==> config.mk <==
export PLATFORM = sky130hd
export DESIGN_NAME = amdc_top
export DESIGN_NICKNAME = d
export VERILOG_FILES = /design/src/amdc_pkg.sv /design/src/amdc_top.sv
export SDC_FILE = /design/constraint.sdc
export NUM_CORES = 1
export LEC_CHECK = 0
export BUFFER_PORTS_ARGS = -buffer_cell sky130_fd_sc_hd__buf_2
export CORE_MARGIN = 5
export CORE_UTILIZATION = 51
export DETAILED_ROUTE_END_ITERATION = 6
export MAX_ROUTING_LAYER = met4
export PLACE_DENSITY = 0.83
export SLEW_MARGIN = 25
export SYNTH_ARGS = -nofsm -noshare
export SYNTH_HDL_FRONTEND = slang
export SYNTH_SLANG_ARGS = --single-unit
==> constraint.sdc <==
create_clock -name clk_i -period 3.6 [get_ports clk_i]
set_input_delay 0.18 -clock clk_i [delete_from_list [all_inputs] [get_ports clk_i]]
set_output_delay 0.18 -clock clk_i [all_outputs]
set_load 0.005 [all_outputs]
==> src/amdc_pkg.sv <==
// Purpose: Shared constants and types for the main digital control bank
// Assumes: 8-bit register port, byte offsets as printed
// Notes:   Zone and gain value registers sit in the bank as control sources
`default_nettype none
package amdc_pkg;
  // ----------------------------------------
  // Register offsets
  // ----------------------------------------
  localparam logic [7:0] ZONE_VAL_OFS   = 8'h42;
  localparam logic [7:0] GAIN_VAL_OFS   = 8'h44;
  localparam logic [7:0] NYQ_CTRL_OFS   = 8'h4E;
  localparam logic [7:0] GAIN_REORD_OFS = 8'h52;
  localparam logic [7:0] REORD2_OFS     = 8'h72;
  localparam logic [7:0] LSB_EN_OFS     = 8'hAB;
  localparam logic [7:0] LSB_SRC_OFS    = 8'hAD;
  localparam logic [7:0] DIG_RST_OFS    = 8'hF7;
  // ----------------------------------------
  // Field positions
  // ----------------------------------------
  localparam int NYQ_EN_BIT    = 7;
  localparam int GAIN_EN_BIT   = 0;
  localparam int REORD1_BIT    = 7;
  localparam int REORD2_BIT    = 3;
  localparam int LSB_EN_BIT    = 0;
  localparam int DIG_RST_BIT   = 0;
  localparam int ZONE_W        = 3;
  localparam int GAIN_W        = 7;
  localparam int LSB_SRC_W     = 2;
  localparam int ADC_W         = 12;
  localparam int OUT_W         = 16;
  // ----------------------------------------
  // Reset values and encodings
  // ----------------------------------------
  localparam logic [7:0] REG_RST       = 8'h00;
  localparam logic [1:0] LSB_SRC_DATA  = 2'h0;
  localparam logic [1:0] LSB_SRC_FAST_OVERRANGE_FLAG  = 2'h3;
  localparam logic [2:0] ZONE_FIRST    = 3'h0;
  localparam logic [2:0] ZONE_SECOND   = 3'h1;
  localparam logic [2:0] ZONE_THIRD    = 3'h2;
  localparam logic [6:0] GAIN_UNITY    = 7'h20;

  typedef struct packed {
    logic       zone_en;
    logic [2:0] zone;
    logic       zone_valid;
    logic       gain_en;
    logic [6:0] gain;
    logic       reorder_enable_first;
    logic       reorder_enable_second;
  } amdc_ctrl_t;
endpackage
`default_nettype wire

==> src/amdc_top.sv <==
// Purpose: Main digital control register bank with output word shaping
// Assumes: One 100 MHz clock; sample inputs are synchronous to it
// Notes:   Digital reset pulse spares the interleaving correction state
`default_nettype none
module amdc_top (
  // Clock and reset
  input  wire logic                 clk_i,
  input  wire logic                 rst_n_i,
  // Register port
  input  wire logic [7:0]           addr_i,
  input  wire logic [7:0]           wdata_i,
  input  wire logic                 wr_i,
  input  wire logic                 rd_i,
  output var  logic [7:0]           rdata_o,
  // Converter samples, two channels
  input  wire logic [11:0]          adc_a_i,
  input  wire logic [11:0]          adc_b_i,
  input  wire logic                 fast_overrange_flag_a_i,
  input  wire logic                 fast_overrange_flag_b_i,
  // Datapath outputs
  output var  logic [15:0]          out_a_o,
  output var  logic [15:0]          out_b_o,
  output var  amdc_pkg::amdc_ctrl_t ctrl_o,
  output var  logic                 digital_block_reset_o
);
  // ----------------------------------------
  // Reset release
  // ----------------------------------------
  logic rst_s1_r, rst_n_r;
  always_ff @(posedge clk_i or negedge rst_n_i) begin
    if (!rst_n_i) begin
      rst_s1_r <= 1'b0;
      rst_n_r  <= 1'b0;
    end else begin
      rst_s1_r <= 1'b1;
      rst_n_r  <= rst_s1_r;
    end
  end

  // ----------------------------------------
  // Register bank
  // ----------------------------------------
  logic [2:0] zone_r, zone_nxt;
  logic       nyq_en_r, nyq_en_nxt;
  logic [6:0] gain_r, gain_nxt;
  logic       gain_en_r, gain_en_nxt;
  logic       reord1_r, reord1_nxt;
  logic       reord2_r, reord2_nxt;
  logic       lsb_en_r, lsb_en_nxt;
  logic [1:0] lsb_src_r, lsb_src_nxt;
  logic       drst_r, drst_nxt;
  logic [7:0] rdata_r, rdata_nxt;

  always_comb begin
    zone_nxt    = zone_r;
    nyq_en_nxt  = nyq_en_r;
    gain_nxt    = gain_r;
    gain_en_nxt = gain_en_r;
    reord1_nxt  = reord1_r;
    reord2_nxt  = reord2_r;
    lsb_en_nxt  = lsb_en_r;
    lsb_src_nxt = lsb_src_r;
    drst_nxt    = 1'b0;
    rdata_nxt   = 8'h00;
    // Reserved bits ignored on write, relying on host writing zero
    if (wr_i) begin
      case (addr_i)
        amdc_pkg::ZONE_VAL_OFS:   zone_nxt    = wdata_i[amdc_pkg::ZONE_W-1:0];
        amdc_pkg::GAIN_VAL_OFS:   gain_nxt    = wdata_i[amdc_pkg::GAIN_W-1:0];
        amdc_pkg::NYQ_CTRL_OFS:   nyq_en_nxt  = wdata_i[amdc_pkg::NYQ_EN_BIT];
        amdc_pkg::GAIN_REORD_OFS: begin
          gain_en_nxt = wdata_i[amdc_pkg::GAIN_EN_BIT];
          reord1_nxt  = wdata_i[amdc_pkg::REORD1_BIT];
        end
        amdc_pkg::REORD2_OFS:     reord2_nxt  = wdata_i[amdc_pkg::REORD2_BIT];
        amdc_pkg::LSB_EN_OFS:     lsb_en_nxt  = wdata_i[amdc_pkg::LSB_EN_BIT];
        amdc_pkg::LSB_SRC_OFS:    lsb_src_nxt = wdata_i[amdc_pkg::LSB_SRC_W-1:0];
        amdc_pkg::DIG_RST_OFS:    drst_nxt    = wdata_i[amdc_pkg::DIG_RST_BIT];
        default: ;
      endcase
    end
    if (rd_i) begin
      case (addr_i)
        amdc_pkg::ZONE_VAL_OFS:   rdata_nxt = {5'h00, zone_r};
        amdc_pkg::GAIN_VAL_OFS:   rdata_nxt = {1'b0, gain_r};
        amdc_pkg::NYQ_CTRL_OFS:   rdata_nxt = {nyq_en_r, 7'h00};
        amdc_pkg::GAIN_REORD_OFS: rdata_nxt = {reord1_r, 6'h00, gain_en_r};
        amdc_pkg::REORD2_OFS:     rdata_nxt = {4'h0, reord2_r, 3'h0};
        amdc_pkg::LSB_EN_OFS:     rdata_nxt = {7'h00, lsb_en_r};
        amdc_pkg::LSB_SRC_OFS:    rdata_nxt = {6'h00, lsb_src_r};
        default:                  rdata_nxt = 8'h00;
      endcase
    end
  end

  // Bank lives on the chip reset only; the digital pulse never touches it
  always_ff @(posedge clk_i or negedge rst_n_r) begin
    if (!rst_n_r) begin
      zone_r    <= amdc_pkg::REG_RST[2:0];
      nyq_en_r  <= 1'b0;
      gain_r    <= amdc_pkg::REG_RST[6:0];
      gain_en_r <= 1'b0;
      reord1_r  <= 1'b0;
      reord2_r  <= 1'b0;
      lsb_en_r  <= 1'b0;
      lsb_src_r <= amdc_pkg::REG_RST[1:0];
      drst_r    <= 1'b0;
      rdata_r   <= amdc_pkg::REG_RST;
    end else begin
      zone_r    <= zone_nxt;
      nyq_en_r  <= nyq_en_nxt;
      gain_r    <= gain_nxt;
      gain_en_r <= gain_en_nxt;
      reord1_r  <= reord1_nxt;
      reord2_r  <= reord2_nxt;
      lsb_en_r  <= lsb_en_nxt;
      lsb_src_r <= lsb_src_nxt;
      drst_r    <= drst_nxt;
      rdata_r   <= rdata_nxt;
    end
  end

  // ----------------------------------------
  // Datapath shaping
  // ----------------------------------------
  function automatic logic [15:0] shape(input logic [11:0] s, input logic f, input logic en,
                                        input logic [1:0] src);
    logic [15:0] w;
    w = {s, 4'h0};
    if (en && src == amdc_pkg::LSB_SRC_FAST_OVERRANGE_FLAG) begin
      w[0] = f;
    end
    return w;
  endfunction

  amdc_pkg::amdc_ctrl_t ctrl_r, ctrl_nxt;
  logic [15:0] out_a_r, out_a_nxt, out_b_r, out_b_nxt;

  always_comb begin
    out_a_nxt = shape(adc_a_i, fast_overrange_flag_a_i, lsb_en_r, lsb_src_r);
    out_b_nxt = shape(adc_b_i, fast_overrange_flag_b_i, lsb_en_r, lsb_src_r);
    // Disabled gain presents unity code so the datapath sees a clean bypass
    ctrl_nxt.zone_en    = nyq_en_r;
    ctrl_nxt.zone       = nyq_en_r ? zone_r : amdc_pkg::ZONE_FIRST;
    ctrl_nxt.zone_valid = (zone_r == amdc_pkg::ZONE_FIRST) || (zone_r == amdc_pkg::ZONE_SECOND)
                          || (zone_r == amdc_pkg::ZONE_THIRD);
    ctrl_nxt.gain_en    = gain_en_r;
    ctrl_nxt.gain       = gain_en_r ? gain_r : amdc_pkg::GAIN_UNITY;
    ctrl_nxt.reorder_enable_first  = reord1_r;
    ctrl_nxt.reorder_enable_second = reord2_r;
  end

  // Sample words clear under digital reset; the whole control word is kept out of it
  always_ff @(posedge clk_i or negedge rst_n_r) begin
    if (!rst_n_r) begin
      out_a_r <= 16'h0000;
      out_b_r <= 16'h0000;
      ctrl_r  <= '0;
    end else begin
      out_a_r <= drst_r ? 16'h0000 : out_a_nxt;
      out_b_r <= drst_r ? 16'h0000 : out_b_nxt;
      ctrl_r  <= ctrl_nxt;
    end
  end

  assign rdata_o               = rdata_r;
  assign out_a_o               = out_a_r;
  assign out_b_o               = out_b_r;
  assign ctrl_o                = ctrl_r;
  assign digital_block_reset_o = drst_r;
endmodule
`default_nettype wire

Word-level counts from Yosys, hierarchy flattened
Cells that the tools add are included.
{ "totals": {"reg_bits": 75, "wordCells": 53} }
{ "op_classes": {"n_eq_ne": 11, "mux": 10, "reduce_logical": 11} }
{ "ops": {"columns": ["operator", "n"], "rows": [
  ["$pmux W8 S7", 1],
  ["$eq A8 B7 Y1 const B", 5],
  ["$mux W16", 2],
  ["$eq A8 B8 Y1 const B", 3],
  ["$reduce_and A2 Y1", 7],
  ["$mux W8", 1],
  ["$mux W7", 1],
  ["$mux W1", 4],
  ["$eq A3 B1 Y1 const B", 1],
  ["$eq A3 B2 Y1 const B", 1],
  ["$logic_not A3 Y1", 1],
  ["$mux W3", 1],
  ["$eq A2 B2 Y1 const B", 1],
  ["$logic_or A1 B1 Y1", 2],
  ["$logic_and A1 B1 Y1", 1]
]} }

Depth between registers and ports, before layout
Gate-level depths: netlist of run 1.
{ "depth": {"ltp_word": 4, "ltp_mapped": 5} }

Least setup slack after synthesis of run 1
No wires, ideal clock.
{ "synth_path": {"path_kind": "input to register", "startpoint": "in addr_i[7]", "endpoint": "reg gain_r[0]", "setup_ps": 125, "arrival_time_ps": 1325, "setup_slack_ps": 2150, "stages": 5, "path_buffers": 0, "path_cell_list": "nand2b_1 nand2b_4 nor4_4 nand2_2 mux2_2"} }
{ "synth_between": {"elab_chain_len": 2} }
{ "synth_lines": {"columns": ["element", "line_no", "rtl"], "rows": [
  ["from (decl)", "amdc_top.sv:10", "input wire logic [7:0] addr_i,"],
  ["$eq A8 B7 Y1", "amdc_top.sv:67", "case (addr_i)"],
  ["$reduce_and A2 Y1 (no line)", null, null],
  ["to (signal assigned)", "amdc_top.sv:101", "gain_r <= amdc_pkg::REG_RST[6:0];"],
  ["to (signal assigned)", "amdc_top.sv:112", "gain_r <= gain_nxt;"],
  ["to (decl)", "amdc_top.sv:45", "logic [6:0] gain_r, gain_nxt;"]
]} }
No other way between the ends.
A chain may end at the register's enable or synchronous reset.

Final worst setup path of run 1
{ "layout_path": {"startpoint": "reg drst_r, in the netlist digital_block_reset_o", "endpoint": "out digital_block_reset_o"} }
{ "layout_rtl": {"columns": ["element", "line_no", "rtl"], "rows": [
  ["from (decl)", "amdc_top.sv:51", "logic drst_r, drst_nxt;"],
  ["from (signal assigned)", "amdc_top.sv:118", "drst_r <= drst_nxt;"],
  ["to (decl)", "amdc_top.sv:24", "output var logic digital_block_reset_o"]
]} }
No word-level cell between the ends.

==> results of run 1 <==
## cells by family (layout without fill, tap and decap cells)
kind of cell | count (synthesis) | count (layout) | synth area share, %
AND/OR/NAND/NOR | 76 | 76 | 18.7
multiplexers | 17 | 17 | 7.75
AO/OA/AOI/OAI | 13 | 13 | 3.46
flip-flops | 69 | 69 | 67.3
buffers and inverters | 11 | 114 | 2.53
other | 2 | 7 | 0.293
## cell usage after synthesis, types with 2 or more instances
cell                       number
sky130_fd_sc_hd__a21oi_1        3
sky130_fd_sc_hd__and2_1        11
sky130_fd_sc_hd__mux2_2        14
sky130_fd_sc_hd__mux2_4         2
sky130_fd_sc_hd__nor2_1         5
sky130_fd_sc_hd__buf_4          6
sky130_fd_sc_hd__clkbuf_1       2
sky130_fd_sc_hd__nor4_1         2
sky130_fd_sc_hd__and3_1         3
sky130_fd_sc_hd__nand3_1        3
sky130_fd_sc_hd__nor2b_1       26
sky130_fd_sc_hd__inv_1          2
sky130_fd_sc_hd__a22oi_1        5
sky130_fd_sc_hd__conb_1         2
sky130_fd_sc_hd__nand2_1       10
sky130_fd_sc_hd__dfrtp_1       69
sky130_fd_sc_hd__nand2b_1       4
sky130_fd_sc_hd__nand2_2        2
## power by group
part           switching, uW  internal (uW)
Combinational           44.8           49.2
Clock                    254            374
Sequential              20.3            803
Total                    319           1230
## worst reg2reg max path: cells and delay by family, from the launching register on
kind	cells	cell delay [ns]
DFF	1	0.87
and+or+nand+nor	2	0.44
## final timing paths
kind	startpoint	end	slack [ns]	cells past startpoint
worst max-delay path	digital_block_reset_o	digital_block_reset_o	1.98	1
worst min-delay path	fast_overrange_flag_b_i	out_b_o[0]	0.06	2
worst max register to register	digital_block_reset_o	out_a_o[0]	2.18	2
worst min register to register	rst_s1_r	rst_n_r	0.36	0
max in group asynchronous	rst_n_r	reord2_r	2.37	1
min in group asynchronous	rst_n_i	rst_n_r	0.17	2
## layout make-up
type                    instances  area (um^2)
flip-flops and latches         69         1730
inverters                       2         7.51
clock buffers                  14          173
multi-input cells             113          795
repair buffers                 97          493
fillers                       363         1510
clock inverters                 1         30.0
well taps                      67         83.8
## routing by layer
metal	GRT usage, %	vias to the layer above	wire, um
li1	-	824	-
met4	9.12	0	97
met1	22.4	827	2210
met5	-	-	0
met2	29.3	94	2510
met3	4.21	9	515
## registers in the layout (all words and copies together), names as in the netlist, 2 cells and up
| name | cells |
|---|---|
| ctrl_o | 15 |
| gain_r | 7 |
| lsb_src_r | 2 |
| out_a_o | 13 |
| out_b_o | 13 |
| rdata_o | 8 |
| zone_r | 3 |
## through the flow
step | cells | utilization [%] | hold WS, ns
after floorplan | 193 | - | -0.116
after global placement | 347 | 64.3 | -0.0350
after detailed placement | 347 | 64.3 | -0.0330
after CTS | 363 | 68.7 | 0.0434
after global routing | 363 | 68.7 | 0.0596
final | 363 | 68.7 | 0.0601
==> results.yml, run 1 <==
clock_tree:
  clk_path_buf_depth: 2
  clk-insertion-delay-late_ns: 0.33
  clock_sink_count: 69
  clk_pin_slew_ns: 0.06
  post_cts.repair.setup_buffers: 0
  cts_hold_repair.buffers: 1
  cts_tree: "built"
  cts-buffers-inserted: 9
  cts_htree_levels: 3
  cts_resized: 0
  cts-root-buf: "sky130_fd_sc_hd__clkbuf_8"
detailed_routing:
  wl_per_cell_um: 14.7
  drtIter0Drc: 62
  number_of_vias_after_detailed_routing: 1754
  vias_per_cell: 4.83
  drt_pre_antenna_iters: 4
  drtAntennaViolNets: 0
  drt_drc: 0
  routed_wirelength_um: 5330
die:
  fp.coreArea_um2: 4820
  floorplan.die_area_um2: 6550
  pin_count: 102
  die_x_um: 81.0
  floorplan.initialDensity_pct: 53.3
  die-height_um: 81.0
  row_count: 25
timing:
  postLayoutSetupSlackWorst_ns: 1.98
  hold_viol_final: 0
  setup_tns_ns: 0
  fmaxAchievable_mhz: 616
  rsz_0062_raised_after_global_routing: "no"
  largest_clock_skew_in_the_final_design_ns: 0.0110
  finalSetupViolations: 0
  max_slew_margin_pct: 44.8
  tightest_slew_ns: 0.828
  share_of_the_clock_period_used_by_the_worst_path_pct: 45.1
  final-max-slew-violation-count: 0
  period_minus_slack_ns: 1.62
status:
  outcome: "finished clean"
placed_design:
  dpl.hpwl_um: 4030
  port_buffers: 95
  routabilityCongestion: 0.926
  dpl-instance-area_um2: 3100
  pre_cts_slack_ns: 1.81
setup_path:
  critPathMaxStageDelay_ns: 0.87
  crit_buf_inv: 1
  critical-path-slowest-cell: "sky130_fd_sc_hd__dfrtp_1"
  crit_path_cell_trace: "buf_2"
  worst-endpoint-arrival_ns: 1.44
  worstSetupPathType: "flip-flop to output pin"
  end_kind: "output pin"
  wp_data_required_ns: 3.42
  critical_path.startpoint_type: "flip-flop"
  path_max_fanout: 26
  critPathTopFamily: "flip-flops"
power_and_ir_drop:
  vdd_drop_max_v: 0.000253
  power_leakage_uw: 0.00173
  design_power_total_uw: 1540
  power.density_cell_area_nw_per_um2: 467
final_layout:
  area_delta_synth_final_pct: 28.9
  layout_common_cells: "sky130_fd_sc_hd__buf_2, sky130_fd_sc_hd__dfrtp_1, sky130_fd_sc_hd__nor2b_1, sky130_fd_sc_hd__mux2_2, sky130_fd_sc_hd__clkbuf_8"
  drive_gt1_share_pct: 45.3
  antenna-diode-count: 0
  nNetsFinal: 338
  most_common_cell_after_layout_fill_and_taps_aside: "sky130_fd_sc_hd__buf_2"
  final_area_um2: 3310
synthesis:
  yosys_warnings: 0
  syn_area_um2: 2570
  synth-main-ff-cell: "sky130_fd_sc_hd__dfrtp_1"
  yosysUniqueCellTypes: 35
  ys_top_cells_by_area: "sky130_fd_sc_hd__dfrtp_1, sky130_fd_sc_hd__nor2b_1, sky130_fd_sc_hd__mux2_2, sky130_fd_sc_hd__and2_1, sky130_fd_sc_hd__buf_4"
  avg_cell_area_syn_um2: 13.7
  synth_top_cell_area_share_pct: 67.3
  ys_seq_elements: 69
  seq_area_frac_synth_pct: 67.3
  syn-instance-count: 188
  synth_enable_flop_cells: 0
  post-synth-top-area-cell: "sky130_fd_sc_hd__dfrtp_1"
  postSynth.asyncResetShare_pct: 100
grt:
  number_of_antenna_violations_at_the_first_check_in_global_routing: 0
  largest_net_degree_at_the_start_of_global_routing: 42
  grt_first_pass_wirelength_um: 8640
  globalRouteTotalUtil_pct: 18.5
  number_of_global_route_vias_before_repair: 1807
  grt-ovfl-total: 0
hold_path:
  worstHoldPathType: "input pin to flip-flop"
flow_run:
  maxCapViolCount: 0
Power figures use the tool's default switching activity.
==> run 2, diff against run 1 <==
--- a/config.mk
+++ b/config.mk
@@ -7,10 +7,10 @@
 export LEC_CHECK = 0
 export BUFFER_PORTS_ARGS = -buffer_cell sky130_fd_sc_hd__buf_2
 export CORE_MARGIN = 5
-export CORE_UTILIZATION = 51
+export CORE_UTILIZATION = 48
 export DETAILED_ROUTE_END_ITERATION = 6
 export MAX_ROUTING_LAYER = met4
-export PLACE_DENSITY = 0.83
+export PLACE_DENSITY = 0.79
 export SLEW_MARGIN = 25
 export SYNTH_ARGS = -nofsm -noshare
 export SYNTH_HDL_FRONTEND = slang
==> constraint.sdc (replaced) <==
create_clock -name clk_i -period 1.66 [get_ports clk_i]
set_input_delay 0.083 -clock clk_i [delete_from_list [all_inputs] [get_ports clk_i]]
set_output_delay 0.083 -clock clk_i [all_outputs]
set_load 0.005 [all_outputs]
==> run 2 against run 1 <==
Against the previous run: die area grew 5.5%; wire length grew 9.8%; via count grew 8.0%; clock-buffer cell count shrank 1; total power grew 120%; hold slack lost 0.023 ns; combinational power grew to 3.0 times the previous value; setup slack lost 1.5 ns; clock power grew 120%; flip-flop and latch count is the same; design area grew 11%; non-clock buffer count grew 39.
==> results.yml, run 2 (synthesis results as in run 1) <==
power_and_ir_drop:
  power_leakage_uw: 0.00190
  power.density_cell_area_nw_per_um2: 926
  p_sw_uw: 736
  p_int_uw: 2680
  switching_share_pct: 21.6
  combPwrFrac_pct: 8.4
  power.share.clock_pct: 39.8
  vdd_drop_max_v: 0.000673
  seq_power_share_pct: 51.8
timing:
  share_of_the_clock_period_used_by_the_worst_path_pct: 71.8
  setup_tns_ns: 0
  rsz_0062_raised_after_global_routing: "no"
  finalSetupViolations: 0
  period_minus_slack_ns: 1.19
  hold_viol_final: 0
  fmaxAchievable_mhz: 839
  final-max-slew-violation-count: 0
  largest_clock_skew_in_the_final_design_ns: 0.00837
  postLayoutSetupSlackWorst_ns: 0.468
setup_path:
  path_max_fanout: 25
  reg2reg_from: "gain_en_r"
  critical_path.startpoint_type: "flip-flop"
  worst-endpoint-arrival_ns: 1.11
  critical-path-slowest-cell: "sky130_fd_sc_hd__dfrtp_1"
  critPathMaxStageDelay_ns: 0.35
  crit_path_cell_trace: "buf_4 -> buf_2"
  end_kind: "output pin"
  crit_path_start: "digital_block_reset_o"
  wp_data_required_ns: 1.58
  worstSetupPathType: "flip-flop to output pin"
clock_tree:
  cts_tree: "built"
  clock_sink_count: 69
  cts_htree_levels: 3
  clk_pin_slew_ns: 0.06
  clk-insertion-delay-late_ns: 0.33
  cts-root-buf: "sky130_fd_sc_hd__clkbuf_8"
  clk_path_buf_depth: 2
  post_cts.repair.setup_buffers: 0
  cts-buffers-inserted: 9
final_layout:
  nNetsFinal: 377
  area_delta_synth_final_pct: 43.6
  layout_common_cells: "sky130_fd_sc_hd__buf_2, sky130_fd_sc_hd__dfrtp_1, sky130_fd_sc_hd__dlygate4sd3_1, sky130_fd_sc_hd__nor2b_1, sky130_fd_sc_hd__mux2_2"
  antenna-diode-count: 0
  largest_register_ffs: 15
  drive_gt1_share_pct: 42.3
  most_common_cell_after_layout_fill_and_taps_aside: "sky130_fd_sc_hd__buf_2"
detailed_routing:
  drt_drc: 0
  number_of_vias_after_detailed_routing: 1895
  drtAntennaViolNets: 0
  routed_wirelength_um: 5850
  wl_per_cell_um: 14.4
  drt_pre_antenna_iters: 4
  vias_per_cell: 4.67
  drtIter0Drc: 55
placed_design:
  routabilityCongestion: 0.934
  pre_cts_slack_ns: 0.138
  port_buffers: 95
  dpl.hpwl_um: 3860
die:
  floorplan.initialDensity_pct: 50.0
  floorplan.die_area_um2: 6910
  row_count: 26
  die_x_um: 83.1
  die-height_um: 83.1
  pin_count: 102
  fp.coreArea_um2: 5140
status:
  outcome: "finished clean"
grt:
  number_of_global_route_vias_before_repair: 1965
  grt_first_pass_wirelength_um: 9940
  number_of_antenna_violations_at_the_first_check_in_global_routing: 0
  globalRouteTotalUtil_pct: 18.9
  largest_net_degree_at_the_start_of_global_routing: 42
  grt-ovfl-total: 0
hold_path:
  worstHoldPathType: "input pin to flip-flop"
  worstHoldStart: "addr_i[6]"
flow_run:
  maxCapViolCount: 0
run 2: layout make-up:
class	count	area (um^2)
Tap cell	70	87.6
Fill cell	384	1450
Sequential cell	69	1730
Clock inverter	3	43.8
Inverter	2	7.51
Multi-Input combinational cell	113	795
Timing Repair Buffer	136	866
Clock buffer	13	159
run 2: through the flow:
step,utilization [%],instances,hold WS (ns),total power (uW),area (um^2)
2_1_floorplan,-,193,-0.213,1900,2590
3_3_place_gp,61.3,357,-0.129,2020,3150
3_5_place_dp,61.3,357,-0.129,2020,3150
4_1_cts,71.5,405,0.000535,3430,3680
5_1_grt,71.7,406,0.0296,3570,3690
6_report,71.7,406,0.0367,3410,3690
run 2: power by group through the flow:
stage / logic (uW) / registers (uW) / clock network (uW)
after floorplan: 78.9 / 1820 / 0
after global placement: 218 / 1800 / 0
after detailed placement: 224 / 1800 / 0
after CTS: 283 / 1770 / 1380
after global routing: 319 / 1780 / 1480
final: 286 / 1770 / 1360
run 2: worst paths after layout:
kind	endpoint	slack, ns	cells after the start
max	digital_block_reset_o	0.47	2
min	digital_block_reset_o	0.04	3
max reg2reg	rdata_o[0]	0.70	2
min reg2reg	out_b_o[0]	0.26	1
max in group asynchronous	ctrl_o[5]	0.98	1
min in group asynchronous	rst_n_r	0.06	2
run 2: timing repair:
item,CTS,global route
hold endpoints to repair,36,1
resized for setup,0,0
hold buffers,32,1
run 2: metal layers:
layer	part of all wire, %	vias up	track usage, %
met5	0	-	-
met4	1.3	0	7.43
met3	8.2	6	6.44
met2	49	90	29.1
met1	42	898	23.1
li1	-	901	-
run 2: critical path, delay by kind of cell (launching register included):
kind,cells,cell delay [ns]
buf+inv,2,0.43
flops,1,0.35
==> run 3, diff against run 2 <==
==> constraint.sdc (replaced) <==
create_clock -name clk_i -period 1.2 [get_ports clk_i]
set_input_delay 0.06 -clock clk_i [delete_from_list [all_inputs] [get_ports clk_i]]
set_output_delay 0.06 -clock clk_i [all_outputs]
set_load 0.005 [all_outputs]
==> run 3 against run 2 <==
Against the previous run: core utilization is 3.9 points higher; clock-buffer cell count is 3 lower; clock skew hardly changed; register-to-register slack worse by 0.43 ns; design area is 5.5% higher; largest cell class unchanged.
==> results.yml, run 3 (synthesis results as in run 1) <==
die:
  fp.coreArea_um2: 5140
  floorplan.initialDensity_pct: 50.0
  die_x_um: 83.1
  floorplan.die_area_um2: 6910
  row_count: 26
  pin_count: 102
  die-height_um: 83.1
power_and_ir_drop:
  p_sw_uw: 1080
  combPwrFrac_pct: 9.1
  power.share.clock_pct: 41.6
  power.density_cell_area_nw_per_um2: 1280
  seq_power_share_pct: 49.3
  vdd_drop_max_v: 0.000823
  power_leakage_uw: 0.00202
  switching_share_pct: 21.8
  design_power_total_uw: 4970
  p_int_uw: 3890
setup_path:
  r2r-end: "rdata_o[0]"
  path_max_fanout: 4
  worstSetupPathType: "input pin to flip-flop"
  critical_path.startpoint_type: "input pin"
  depth_of_the_most_critical_reg_to_reg_path: 2
  reg2reg_from: "gain_en_r"
  worst-endpoint-arrival_ns: 1.33
  wp_data_required_ns: 1.40
  end_kind: "flip-flop"
  timing.reg2reg.setup_slack_ns: 0.27
timing:
  share_of_the_clock_period_used_by_the_worst_path_pct: 94.5
  period_minus_slack_ns: 1.13
  postLayoutSetupSlackWorst_ns: 0.0656
  hold-worst-slack_ns: 0.0271
  fmaxAchievable_mhz: 881
  finalSetupViolations: 0
  largest_clock_skew_in_the_final_design_ns: 0.00793
  final-max-slew-violation-count: 0
  hold_viol_final: 0
hold_path:
  worstHoldPathType: "input pin to flip-flop"
  holdPathEnd: "digital_block_reset_o"
  min_path_cells: 3
  worstHoldStart: "addr_i[6]"
clock_tree:
  cts-root-buf: "sky130_fd_sc_hd__clkbuf_8"
  cts_htree_levels: 3
  post_cts.repair.setup_buffers: 0
  clk_path_buf_depth: 2
  clock_sink_count: 69
  clk-insertion-delay-late_ns: 0.33
  cts-buffers-inserted: 9
  cts_tree: "built"
  clk_pin_slew_ns: 0.07
detailed_routing:
  vias_per_cell: 4.71
  drt_drc: 0
  drtAntennaViolNets: 0
  drtIter0Drc: 78
  number_of_vias_after_detailed_routing: 1977
  routed_wirelength_um: 6330
  drt_pre_antenna_iters: 4
  wl_per_cell_um: 15.1
grt:
  number_of_global_route_vias_before_repair: 2213
  globalRouteTotalUtil_pct: 19.8
  number_of_antenna_violations_at_the_first_check_in_global_routing: 0
  largest_net_degree_at_the_start_of_global_routing: 43
  grt-ovfl-total: 0
  grt_first_pass_wirelength_um: 10600
placed_design:
  port_buffers: 95
  pre_cts_slack_ns: -0.322
  dpl-instance-area_um2: 3300
  dpl.hpwl_um: 4210
  routabilityCongestion: 0.954
final_layout:
  nNetsFinal: 391
  area_delta_synth_final_pct: 51.4
  largest_register_ffs: 15
  antenna-diode-count: 0
  num-fill-cells: 360
  drive_gt1_share_pct: 46.9
  final_area_um2: 3890
  most_common_cell_after_layout_fill_and_taps_aside: "sky130_fd_sc_hd__buf_2"
  post-route-util_pct: 75.6
  layout_common_cells: "sky130_fd_sc_hd__buf_2, sky130_fd_sc_hd__dfrtp_1, sky130_fd_sc_hd__dlygate4sd3_1, sky130_fd_sc_hd__nor2b_1, sky130_fd_sc_hd__buf_4"
  multi_input_area_um2: 838
  sequential_cell_area_um2: 1730
flow_run:
  maxCapViolCount: 0
status:
  outcome: "finished clean"
-- run 3: cell type report --
type,instances,share of cell area [%]
Clock buffer,10,3.54
Clock inverter,6,2.22
Inverter,2,0.193
Multi-Input combinational cell,113,21.6
Sequential cell,69,44.4
Tap cell,70,2.25
Timing Repair Buffer,150,25.8
-- run 3: metal layers --
layer | global-route usage, % | part of all wire, % | vias to the layer above
met5 | - | 0 | -
met4 | 4.61 | 0.84 | 0
met3 | 6.83 | 6.3 | 9
met2 | 33.5 | 51 | 84
met1 | 22.7 | 42 | 955
li1 | - | - | 929
-- run 3: worst max path at each step --
stage	endpoint	from	slack [ns]
6_report	rdata_o[7]	addr_i[2]	0.07
5_1_grt	rdata_o[7]	addr_i[2]	-0.10
4_1_cts	rdata_o[7]	addr_i[2]	0.01
3_5_place_dp	rdata_o[7]	addr_i[2]	-0.32
3_3_place_gp	lsb_en_r	addr_i[4]	-0.22
2_1_floorplan	lsb_src_r[0]	addr_i[4]	-0.08
-- run 3: per-stage QoR --
step | setup TNS (ns) | instances
2_1_floorplan | -0.796 | 193
4_1_cts | 0 | 420
6_report | 0 | 420
3_5_place_dp | -5.00 | 370
5_1_grt | -0.298 | 420
3_3_place_gp | -4.04 | 370
-- run 3: worst max-delay path, stage by stage --
cell                        delay, ns
sky130_fd_sc_hd__buf_2           0.11
sky130_fd_sc_hd__and2b_2         0.25
sky130_fd_sc_hd__o21ai_0         0.24
sky130_fd_sc_hd__a2111oi_2       0.13
sky130_fd_sc_hd__o41ai_2         0.45
sky130_fd_sc_hd__nor2_1          0.10
-- run 3: repair_timing --
item	in CTS	in global routing
pin swaps	1	1
hold buffers	34	0
resized for setup	0	7
hold endpoints to repair	39	0
gates cloned	0	0
endpoints found under the setup margin	1	6
-- run 3: power by group through the flow --
stage / logic (uW) / clock network [uW] / registers (uW)
floorplan: 115 / 0 / 2520
global placement: 347 / 0 / 2490
detailed placement: 357 / 0 / 2490
CTS: 444 / 2100 / 2450
global route: 499 / 2230 / 2460
finish: 452 / 2070 / 2450
